==> src/shared/cpwt_defines.svh <==
// register offsets, field positions, source select codes and reset values of the cascaded timer
// assumes inclusion by bare name from the timer module, its bound checker and the bench
`ifndef CPWT_DEFINES_SVH
`define CPWT_DEFINES_SVH

// ****************************************************************
// register byte offsets on the wishbone bus
// ****************************************************************
`define CPWT_OFS_LOWER_CTRL   8'h00
`define CPWT_OFS_UPPER_CTRL   8'h04
`define CPWT_OFS_PW_LOW       8'h08
`define CPWT_OFS_PW_HIGH      8'h0c
`define CPWT_OFS_PER_LOW      8'h10
`define CPWT_OFS_PER_HIGH     8'h14
`define CPWT_OFS_STATUS       8'h18

// ****************************************************************
// field positions
// ****************************************************************
`define CPWT_UPPER_INIT_BIT   7
`define CPWT_UPPER_RUN_BIT    3
`define CPWT_UPPER_MODE_BIT   0
`define CPWT_LOWER_INIT_BIT   7
`define CPWT_LOWER_SRC_LSB    0
`define CPWT_LOWER_SRC_MSB    2
`define CPWT_STAT_FLOP_BIT    16
`define CPWT_STAT_PIN_BIT     17
`define CPWT_STAT_RUN_BIT     18

// ****************************************************************
// source select codes
// ****************************************************************
`define CPWT_SRC_CLK          3'h0
`define CPWT_SRC_DIV2         3'h1
`define CPWT_SRC_DIV8         3'h2
`define CPWT_SRC_DIV32        3'h3
`define CPWT_SRC_LOWFREQ      3'h4
`define CPWT_SRC_EXTERNAL     3'h5

// ****************************************************************
// reset values
// ****************************************************************
`define CPWT_RST_CTRL         8'h00
`define CPWT_RST_CMP          8'hff
`define CPWT_RST_COUNT        16'h0000

`endif

==> src/shared/cpwt_pkg.sv <==
// types shared by the cascaded pulse and warm-up timer
// assumes the defines header sits beside it on the include path
package cpwt_pkg;

  // ****************************************************************
  // operating mode of the cascaded counter
  // ****************************************************************
  typedef enum logic {
    CPWT_PULSE,
    CPWT_WARMUP
  } cpwt_mode_type;

endpackage

==> src/logic/cpwt_timer.sv <==
// cascaded 16-bit pulse generator and warm-up counter with wishbone registers
// assumes one 20 MHz clock, a classic wishbone master and async pins for count inputs
//
// Our own choices: register access over Wishbone and the register offsets.
`timescale 1ns/1ps
`default_nettype none
`include "cpwt_defines.svh"

// How it works
// - two byte stages form one 16-bit up-counter
// - pulse-width match toggles flop, counting continues
// - period match toggles flop, clears counter
// - period match raises the match interrupt
// - flop loads initial bit on upper control writes while stopped; reset clears it
// - pulse pin is inverse of flop
// - compare values act at once, unbuffered
// - stopped timer holds pulse pin level
// - run is bit 3, initial bit 7
// - warm-up compares only upper period byte
// - warm-up match clears counter, raises interrupt
// - sources derive from high and low clocks and the external count pin
module cpwt_timer (
  input  wire logic                   clk,             // 20 MHz system clock
  input  wire logic                   reset,           // async, active high
  input  wire logic                   wb_cyc_i,        // bus cycle
  input  wire logic                   wb_stb_i,        // strobe
  input  wire logic                   wb_we_i,         // write enable
  input  wire logic [7:0]             wb_adr_i,        // byte address
  input  wire logic [3:0]             wb_sel_i,        // byte lanes
  input  wire logic [31:0]            wb_dat_i,        // write data
  output logic      [31:0]            wb_dat_o,        // read data
  output logic                        wb_ack_o,        // acknowledge
  input  wire logic                   lowFreqClock,    // subsidiary oscillator pin
  input  wire logic                   extCountIn,      // external count pin
  output logic                        pulseOutputPin,  // inverse of output flop
  output logic                        timerMatchIrq,   // one-cycle match pulse
  output cpwt_pkg::cpwt_mode_type     timerMode        // current mode
);
  import cpwt_pkg::*;

  // ****************************************************************
  // registers
  // ****************************************************************
  logic [7:0]  lowerStageControl;
  logic [7:0]  upperStageControl;
  logic [7:0]  pulseWidthCompareLow;
  logic [7:0]  pulseWidthCompareHigh;
  logic [7:0]  periodCompareLow;
  logic [7:0]  periodCompareHigh;
  logic [15:0] count;
  logic        outputFlop;
  logic [4:0]  prescale;
  logic        lowSync1;
  logic        lowSync2;
  logic        lowPrev;
  logic        extSync1;
  logic        extSync2;
  logic        extPrev;

  // ****************************************************************
  // bus decode
  // ****************************************************************
  wire         busReq      = wb_cyc_i & wb_stb_i;
  wire         busWrite    = busReq & wb_we_i & wb_ack_o & wb_sel_i[0];
  wire         hitLowerCtl = wb_adr_i == `CPWT_OFS_LOWER_CTRL;
  wire         hitUpperCtl = wb_adr_i == `CPWT_OFS_UPPER_CTRL;
  wire         hitPwLow    = wb_adr_i == `CPWT_OFS_PW_LOW;
  wire         hitPwHigh   = wb_adr_i == `CPWT_OFS_PW_HIGH;
  wire         hitPerLow   = wb_adr_i == `CPWT_OFS_PER_LOW;
  wire         hitPerHigh  = wb_adr_i == `CPWT_OFS_PER_HIGH;
  wire         hitStatus   = wb_adr_i == `CPWT_OFS_STATUS;
  wire         wrUpperCtl  = busWrite & hitUpperCtl;
  wire         wrLowerCtl  = busWrite & hitLowerCtl;
  wire         wrPwLow     = busWrite & hitPwLow;
  wire         wrPwHigh    = busWrite & hitPwHigh;
  wire         wrPerLow    = busWrite & hitPerLow;
  wire         wrPerHigh   = busWrite & hitPerHigh;
  wire [7:0]   wrByte      = wb_dat_i[7:0];

  // ****************************************************************
  // control fields
  // ****************************************************************
  wire         runBit      = upperStageControl[`CPWT_UPPER_RUN_BIT];
  wire         initBit     = upperStageControl[`CPWT_UPPER_INIT_BIT];
  wire         nextInit    = wrByte[`CPWT_UPPER_INIT_BIT];
  wire [2:0]   sourceSel   = lowerStageControl[`CPWT_LOWER_SRC_MSB:`CPWT_LOWER_SRC_LSB];
  wire         warmupSel   = upperStageControl[`CPWT_UPPER_MODE_BIT];
  wire [15:0]  pulseWidth  = {pulseWidthCompareHigh, pulseWidthCompareLow};
  wire [15:0]  period      = {periodCompareHigh, periodCompareLow};

  assign timerMode = warmupSel ? CPWT_WARMUP : CPWT_PULSE;

  // ****************************************************************
  // source clock tick selection
  // ****************************************************************
  wire         lowRise     = lowSync2 & ~lowPrev;
  wire         extRise     = extSync2 & ~extPrev;
  logic        tick;

  always_comb begin
    unique case (sourceSel)
      `CPWT_SRC_CLK:      tick = 1'b1;
      `CPWT_SRC_DIV2:     tick = prescale[0];
      `CPWT_SRC_DIV8:     tick = &prescale[2:0];
      `CPWT_SRC_DIV32:    tick = &prescale;
      `CPWT_SRC_LOWFREQ:  tick = lowRise;
      `CPWT_SRC_EXTERNAL: tick = extRise;
      default:            tick = 1'b0;
    endcase
  end

  // ****************************************************************
  // compare detection
  // ****************************************************************
  wire         step        = runBit & tick;
  wire         pulseMode   = timerMode == CPWT_PULSE;
  wire         pwHit       = step & pulseMode & (count == pulseWidth);
  wire         perHitPulse = step & pulseMode & (count == period);
  wire         perHitWarm  = step & ~pulseMode &
                             (count[15:8] == periodCompareHigh);
  wire         periodHit   = perHitPulse | perHitWarm;
  wire         loadInit    = wrUpperCtl & ~runBit;
  wire         nextFlop    = loadInit ? nextInit
                                      : outputFlop ^ (pwHit ^ perHitPulse);
  wire [15:0]  nextCount   = !runBit   ? `CPWT_RST_COUNT
                           : periodHit ? `CPWT_RST_COUNT
                           : step      ? count + 16'h0001
                           : count;

  // ****************************************************************
  // pin synchronisers and prescaler
  // ****************************************************************
  always_ff @(posedge clk or posedge reset) begin
    if (reset) begin
      lowSync1 <= 1'b0;
      lowSync2 <= 1'b0;
      lowPrev  <= 1'b0;
      extSync1 <= 1'b0;
      extSync2 <= 1'b0;
      extPrev  <= 1'b0;
      prescale <= 5'h00;
    end else begin
      lowSync1 <= lowFreqClock;
      lowSync2 <= lowSync1;
      lowPrev  <= lowSync2;
      extSync1 <= extCountIn;
      extSync2 <= extSync1;
      extPrev  <= extSync2;
      prescale <= prescale + 5'h01;
    end
  end

  // ****************************************************************
  // counter, output flop and match pulse
  // ****************************************************************
  always_ff @(posedge clk or posedge reset) begin
    if (reset) begin
      count         <= `CPWT_RST_COUNT;
      outputFlop    <= 1'b0;
      timerMatchIrq <= 1'b0;
    end else begin
      count         <= nextCount;
      outputFlop    <= nextFlop;
      timerMatchIrq <= periodHit;
    end
  end

  assign pulseOutputPin = ~outputFlop;

  // ****************************************************************
  // register writes
  // ****************************************************************
  cpwt_byte_reg #(
    .WIDTH       (8),
    .RESET_VALUE (`CPWT_RST_CTRL)
  ) u_cpwt_byte_reg_lower_ctrl (
    .clk       (clk),
    .reset     (reset),
    .writeEn   (wrLowerCtl),
    .writeData (wrByte),
    .value     (lowerStageControl)
  );

  cpwt_byte_reg #(
    .WIDTH       (8),
    .RESET_VALUE (`CPWT_RST_CTRL)
  ) u_cpwt_byte_reg_upper_ctrl (
    .clk       (clk),
    .reset     (reset),
    .writeEn   (wrUpperCtl),
    .writeData (wrByte),
    .value     (upperStageControl)
  );

  cpwt_byte_reg #(
    .WIDTH       (8),
    .RESET_VALUE (`CPWT_RST_CMP)
  ) u_cpwt_byte_reg_pw_low (
    .clk       (clk),
    .reset     (reset),
    .writeEn   (wrPwLow),
    .writeData (wrByte),
    .value     (pulseWidthCompareLow)
  );

  cpwt_byte_reg #(
    .WIDTH       (8),
    .RESET_VALUE (`CPWT_RST_CMP)
  ) u_cpwt_byte_reg_pw_high (
    .clk       (clk),
    .reset     (reset),
    .writeEn   (wrPwHigh),
    .writeData (wrByte),
    .value     (pulseWidthCompareHigh)
  );

  cpwt_byte_reg #(
    .WIDTH       (8),
    .RESET_VALUE (`CPWT_RST_CMP)
  ) u_cpwt_byte_reg_per_low (
    .clk       (clk),
    .reset     (reset),
    .writeEn   (wrPerLow),
    .writeData (wrByte),
    .value     (periodCompareLow)
  );

  cpwt_byte_reg #(
    .WIDTH       (8),
    .RESET_VALUE (`CPWT_RST_CMP)
  ) u_cpwt_byte_reg_per_high (
    .clk       (clk),
    .reset     (reset),
    .writeEn   (wrPerHigh),
    .writeData (wrByte),
    .value     (periodCompareHigh)
  );

  // ****************************************************************
  // read mux and acknowledge
  // ****************************************************************
  logic [31:0] readMux;
  logic [31:0] statusWord;

  always_comb begin
    statusWord                      = {16'h0000, count};
    statusWord[`CPWT_STAT_FLOP_BIT] = outputFlop;
    statusWord[`CPWT_STAT_PIN_BIT]  = ~outputFlop;
    statusWord[`CPWT_STAT_RUN_BIT]  = runBit;
  end

  always_comb begin
    readMux = 32'h00000000;
    if (hitLowerCtl) readMux = {24'h000000, lowerStageControl};
    if (hitUpperCtl) readMux = {24'h000000, upperStageControl};
    if (hitPwLow)    readMux = {24'h000000, pulseWidthCompareLow};
    if (hitPwHigh)   readMux = {24'h000000, pulseWidthCompareHigh};
    if (hitPerLow)   readMux = {24'h000000, periodCompareLow};
    if (hitPerHigh)  readMux = {24'h000000, periodCompareHigh};
    if (hitStatus)   readMux = statusWord;
  end

  always_ff @(posedge clk or posedge reset) begin
    if (reset) begin
      wb_ack_o <= 1'b0;
      wb_dat_o <= 32'h00000000;
    end else begin
      wb_ack_o <= busReq & ~wb_ack_o;
      wb_dat_o <= (busReq & ~wb_ack_o) ? readMux : 32'h00000000;
    end
  end

endmodule

// ****************************************************************
// one software register with its own write strobe
// ****************************************************************
module cpwt_byte_reg #(
  parameter int               WIDTH       = 8,   // bits held
  parameter logic [WIDTH-1:0] RESET_VALUE = '0   // contents after reset
) (
  input  wire logic             clk,        // system clock
  input  wire logic             reset,      // async, active high
  input  wire logic             writeEn,    // bus write selects this register
  input  wire logic [WIDTH-1:0] writeData,  // new contents
  output logic      [WIDTH-1:0] value       // current contents
);

  // ****************************************************************
  // storage
  // ****************************************************************
  always_ff @(posedge clk or posedge reset) begin
    if (reset) begin
      value <= RESET_VALUE;
    end else if (writeEn) begin
      value <= writeData;
    end
  end

endmodule
`default_nettype wire

==> config.mk <==
export PLATFORM = sky130hd
export DESIGN_NAME = cpwt_timer
export DESIGN_NICKNAME = d
export VERILOG_FILES = /design/src/shared/cpwt_pkg.sv /design/src/logic/cpwt_timer.sv
export VERILOG_INCLUDE_DIRS = /design/src /design/src/shared
export SDC_FILE = /design/constraint.sdc
export NUM_CORES = 1
export LEC_CHECK = 0
export BUFFER_PORTS_ARGS = -buffer_cell sky130_fd_sc_hd__buf_2
export CAP_MARGIN = 20
export CORE_ASPECT_RATIO = 1.5
export CORE_MARGIN = 2
export CORE_UTILIZATION = 56
export CTS_CLUSTER_SIZE = 24
export DETAILED_ROUTE_END_ITERATION = 16
export GPL_TIMING_DRIVEN = 0
export PLACE_DENSITY = 0.77
export SYNTH_ARGS = -nofsm -noshare
export SYNTH_HDL_FRONTEND = slang
export SYNTH_SLANG_ARGS = --single-unit
==> constraint.sdc <==
create_clock -name clk -period 4.8 [get_ports clk]
set_clock_uncertainty 0.2 [all_clocks]
set_input_delay 1.44 -clock clk [delete_from_list [all_inputs] [get_ports clk]]
set_output_delay 1.44 -clock clk [all_outputs]
set_load 0.02 [all_outputs]
---- Yosys cells after proc, flatten, opt, wreduce, memory -nomap -nowiden ----
Cells that the tools add are included.
cells by class
  reduce and logical (&&, ||, !) cells .... 4
  bitwise logic cells ..................... 29
  equality and inequality tests ........... 15
  muxes and demuxes ....................... 14
  add/sub/neg operators ................... 2
operators by type and width
  operator                                             count
  2-to-1 mux 32 bit                                    7
  2-to-1 mux 16 bit                                    3
  equality test 16 bit                                 2
  equality test 8 x 5 -> 1 bit, second input constant  3
  bitwise AND 1 bit                                    20
  adder 16 x 1 -> 16 bit, second input constant        1
  equality test 8 x 4 -> 1 bit, second input constant  2
  equality test 8 x 3 -> 1 bit, second input constant  1
  equality test 8 bit                                  1
  logical NOT 8 bit                                    1
  2-to-1 mux 8 bit                                     1
  equality test 3 x 2 -> 1 bit, second input constant  2
  equality test 3 bit, second input constant           2
  inverter 1 bit                                       6
  one-hot mux 1 bit (6 select lines)                   1
  adder 5 x 1 -> 5 bit, second input constant          1
  AND reduction 5 bit                                  1
  equality test 3 x 1 -> 1 bit, second input constant  1
  logical NOT 3 bit                                    1
  != test 3 bit, second input constant                 1
  AND reduction 3 bit                                  1
  2-to-1 mux 1 bit                                     2
  XOR 1 bit                                            2
  bitwise OR 1 bit                                     1
word-level totals
  input port bits ......................... 51
  bits in registers ....................... 110
  logic and storage cells ................. 82
  output and inout port bits .............. 36

---- Longest topological paths before layout ----
  depth in word-level cells ............... 9
  mapped depth ............................ 11

---- Cells and area by module ----
Synthesis repeated with hierarchy kept, for this count alone.
second synthesis, totals
  cells, all modules ...................... 434
  area, all modules ....................... 5059.9 µm²
modules (own cells, without submodules)
  module                                          cells an instance  seq. area each (µm²)  times used  area each (µm²)
  cpwt_timer                                      326                1226.2                1           3007.9
  cpwt_byte_reg (u_cpwt_byte_reg_per_high ...)    18                 210.2                 4           345.3
  cpwt_byte_reg (u_cpwt_byte_reg_lower_ctrl ...)  18                 200.2                 2           335.3

---- Least setup slack after synthesis ----
Ideal clock, no wire load.
  path kind ............................... input to register
  from .................................... in wb_sel_i[0]
  to ...................................... reg outputFlop
  setup slack ............................. 1.768 ns
  data required time ...................... 4.476 ns
  setup time .............................. 0.124 ns
  cell stages on the path ................. 7
  path buffers ............................ 1
  arrival time ............................ 2.708 ns
  cells stage by stage .................... nand3_1 > or2_4 > or3_4 > buf_6 > o21ai_2 > mux2i_1 > a211o_1
between the ends
  word-level cells in the longest chain between the ends .. 4
RTL lines
  what                    line               source
  start: declaration      cpwt_timer.sv:29   input wire logic [3:0] wb_sel_i,
  bitwise AND 1 bit       cpwt_timer.sv:64   wire busWrite = busReq & wb_we_i & wb_ack_o & wb_sel_i[0];
  bitwise AND 1 bit       cpwt_timer.sv:72   wire wrUpperCtl = busWrite & hitUpperCtl;
  bitwise AND 1 bit       cpwt_timer.sv:122  wire loadInit = wrUpperCtl & ~runBit;
  2-to-1 mux 1 bit        cpwt_timer.sv:123  wire nextFlop = loadInit ? nextInit
  via nextFlop            cpwt_timer.sv:123
  end signal: assignment  cpwt_timer.sv:163  outputFlop <= nextFlop;
  end: declaration        cpwt_timer.sv:51   logic outputFlop;
The timed path passes the listed nets, and every way through them passes these cells.
A chain may end at the register's enable or synchronous reset.

---- Final worst setup path ----
  from .................................... in wb_adr_i[3]
  to ...................................... reg u_cpwt_byte_reg_per_low.value[1]
between the ends
  word-level cells in the longest chain between the ends .. 2
RTL lines
  what                                    line               source
  start: declaration                      cpwt_timer.sv:28   input wire logic [7:0] wb_adr_i,
  equality test 8 x 5 -> 1 bit (no line)  n/a
  bitwise AND 1 bit                       cpwt_timer.sv:76   wire wrPerLow = busWrite & hitPerLow;
  end signal: assignment                  cpwt_timer.sv:296  value <= writeData;
  end: declaration                        cpwt_timer.sv:286  output logic [WIDTH-1:0] value
No other way between the ends.

==> results.sh <==
export IMPL_drt_pass1_iter_count=5
export IMPL_netlist_area_leader_share_pct=33.2
export IMPL_rows=41
export IMPL_drv_slew=0
export IMPL_area_growth_pct=16.5
export IMPL_numPlacedInstances=595
export IMPL_clk_pin_slew_ns=0.07
export IMPL_fp_dieW_microns=80.4
export IMPL_overflow=0
export IMPL_cts_buffers=9
export IMPL_cts_hold_buffers=0
export IMPL_synth_compound_area_share_pct=9.19
export IMPL_clock_sinks=97
export IMPL_grt_usage_pct=26.5
export IMPL_htree_levels=3
export IMPL_synth_edf_count=0
export IMPL_initial_core_util_pct=57.9
export IMPL_status="complete, no violations"
export IMPL_crit_arrival_ns=3.21
export IMPL_ys_seq_elements=97
export IMPL_muxShareOfSynthArea_pct=15.2
export IMPL_hpwl_microns=8620
export IMPL_synth_cell_types=51
export IMPL_regArea_sq_um=2470
export IMPL_drtAntennaViolNets=0
export IMPL_cellLeakagePower_nw=2.67
export IMPL_wl_per_cell_microns=19.0
export IMPL_slew_headroom_pct=62.6
export IMPL_cap_violations=0
export IMPL_hold_violations=0
export IMPL_critPathCaptureType="flip-flop"
export IMPL_clk_latency_ns=0.34
export IMPL_cts_max_path_buffers=2
export IMPL_criticalPathCategory="primary input to flip-flop"
export IMPL_synthXorXnorAreaFrac_pct=6.26
export IMPL_cts_root_buf="clkbuf_16"
export IMPL_yosysWarnings=0
export IMPL_num_fill_cells=663
export IMPL_cp_required_ns=4.87
export IMPL_vias=3610
export IMPL_synth_top_area_cell="dfrtp_1"
export IMPL_setup_viol=0
export IMPL_crit_fanout=10
export IMPL_holdWs_ns=0.157
export IMPL_layout_worst_path_cycle_share_pct=65.4
export IMPL_fp_coreArea_sq_um=8460
export IMPL_drc=0
export IMPL_grt_max_degree=50
export IMPL_tightest_slew_ns=0.561
export IMPL_nets=554
export IMPL_gp_congestion=0.905
export IMPL_syn_area_per_cell_sq_um=11.4
export IMPL_synth_top_family_by_area="multiplexers"
export IMPL_syn_inst=428
export IMPL_numPortBuffers=46
export IMPL_antenna_found_initial=0
export IMPL_antenna_cells=0
export IMPL_total_power_mw=1.73
export IMPL_grt_pass1_vias=3728
export IMPL_drtIter0Drc=271
export IMPL_ios=87
export IMPL_postCtsSetupBuffers=0
export IMPL_power_density_nw_per_um2=302
export IMPL_synth_simple_area_share_pct=11.5
export IMPL_synthAdderAreaFrac_pct=1.02
export IMPL_ir_worst_vdd_mv=0.307
export IMPL_ys_top_cells_by_area="dfrtp_1, dfstp_2, mux2_2"
export IMPL_yosysSeqAreaShare_pct=50.4
export IMPL_start_kind="primary input"
export IMPL_min_path_type="flip-flop to flip-flop"
export IMPL_ys_async_sr_fraction_pct=100
export IMPL_die_area_sq_um=9530
export IMPL_tritoncts="yes"
export IMPL_post_route_min_period_ns=3.14
export IMPL_rsz0062_at_grt="false"
export IMPL_grt_pass1_wl_microns=19000
export IMPL_chipHeight_microns=119
export IMPL_finalSetupTns_ns=0
export IMPL_netlist_area_sq_um=4900
export IMPL_cts_resized=0
export IMPL_drt_wl_total_microns=11600
export IMPL_fin_cells=611
export IMPL_avgViaCountPerCell=5.91
export IMPL_max_freq_ghz=0.319
export IMPL_drive_above_1_share_pct=39.7
export IMPL_synth_top_flop_cell="dfrtp_1"
export IMPL_multi_input_area_sq_um=2170
==> critical path, cell delays in order <==
cell and delay (ns):
buf_2 0.16, clkbuf_1 0.29, nor3b_2 0.50, nand2_1 0.41
mux2_2 0.40
==> per-stage QoR <==
stage	worst slack [ns]	instance area, sq um	utilization (%)
floorplan	0.679	4940	-
CTS	1.70	5710	67.5
global placement	-0.350	5310	62.7
finish	1.66	5710	67.5
detailed placement	1.35	5370	63.4
global route	1.49	5710	67.5
==> registers in the layout, indices dropped and copies added (netlist names) <==
name and flops:
lowSync2 1, u_cpwt_byte_reg_pw_low.value 8, timerMatchIrq 1, extPrev 1
wb_dat_o 19, extSync1 1, u_cpwt_byte_reg_upper_ctrl.value 8, u_cpwt_byte_reg_pw_high.value 8
lowSync1 1, wb_ack_o 1, extSync2 1, u_cpwt_byte_reg_lower_ctrl.value 8
count 16, lowPrev 1, prescale 5, outputFlop 1
u_cpwt_byte_reg_per_low.value 8, u_cpwt_byte_reg_per_high.value 8
==> where the power goes <==
group	total, mW	switching (mW)	internal, mW
registers	0.825	0.00205	0.823
clock network	0.815	0.306	0.509
logic	0.0855	0.0552	0.0304
==> cells in the final DEF (no fill, tap or decap), drive strengths merged, types with 4 or more instances in the layout <==
cell type,n
buf,82
dfrtp,65
mux2,53
xnor2,35
dfstp,32
clkbuf,19
nand2,18
o21ai,18
nor2,16
and3,16
inv,14
a31oi,13
conb,13
a21oi,12
nand4,10
nand3,7
nand2b,7
mux2i,6
nor3,6
and2,5
o311ai,5
mux4,4
a222oi,4
o22ai,4
a22oi,4
nor4,4
ha,4
==> final timing paths <==
path	start	endpoint	slack, ns	cells after the start
max in group asynchronous	reset	u_cpwt_byte_reg_pw_high.value[7]	3.13	3
min in group asynchronous	reset	u_cpwt_byte_reg_per_low.value[4]	0.96	2
max reg2reg	prescale[0]	count[7]	2.20	11
min	extSync1	extSync2	0.16	0
max	wb_adr_i[3]	u_cpwt_byte_reg_per_low.value[1]	1.66	5
min reg2reg	extSync1	extSync2	0.16	0
==> logic make-up (layout without fill, tap and decap cells) <==
family          Yosys count  in the layout
fa+ha+maj                 4              4
compound gates           69             69
other cells               1             13
xor+xnor                 35             35
flops                    97             97
buf+inv                  58            122
simple gates            101            101
mux                      63             63
==> per-layer routing <==
| layer | vias up | wire length [microns] | track usage [%] |
|---|---|---|---|
| met5 | - | 0 | 0 |
| met4 | 0 | 605 | 15.9 |
| met3 | 43 | 499 | 3.36 |
| met2 | 152 | 6220 | 45.8 |
| met1 | 1770 | 4270 | 30.5 |
| li1 | 1645 | - | - |
==> cell usage after synthesis, types with 2 or more instances <==
library cell and number:
dfrtp_1 65, mux2_2 53, xnor2_1 35, dfstp_2 32, buf_2 17, nand2_1 17, and3_1 16, nor2_1 16
o21ai_0 16, buf_4 15, inv_1 14, a31oi_1 13, a21oi_1 12, nand4_1 10, clkbuf_1 9, nand2b_1 7
nand3_1 7, mux2i_1 6, nor3_1 5, a222oi_1 4, a22oi_1 4, and2_1 4, ha_1 4, mux4_2 4
nor4_1 4, o22ai_1 4, o311ai_0 4, a22o_1 3, a41oi_1 3, buf_6 2, nor2b_1 2, or2_2 2
==> cell type report <==
cell class                 count  area share (%)
sequential                    97            43.2
multi-input combinational    285            37.9
timing repair buffer          48            5.00
buffer                        44            4.54
clock buffer                   9            3.94
tap                          107            2.34
clock inverter                 7            2.08
inverter                      14           0.964
Power figures use the tool's default switching activity.
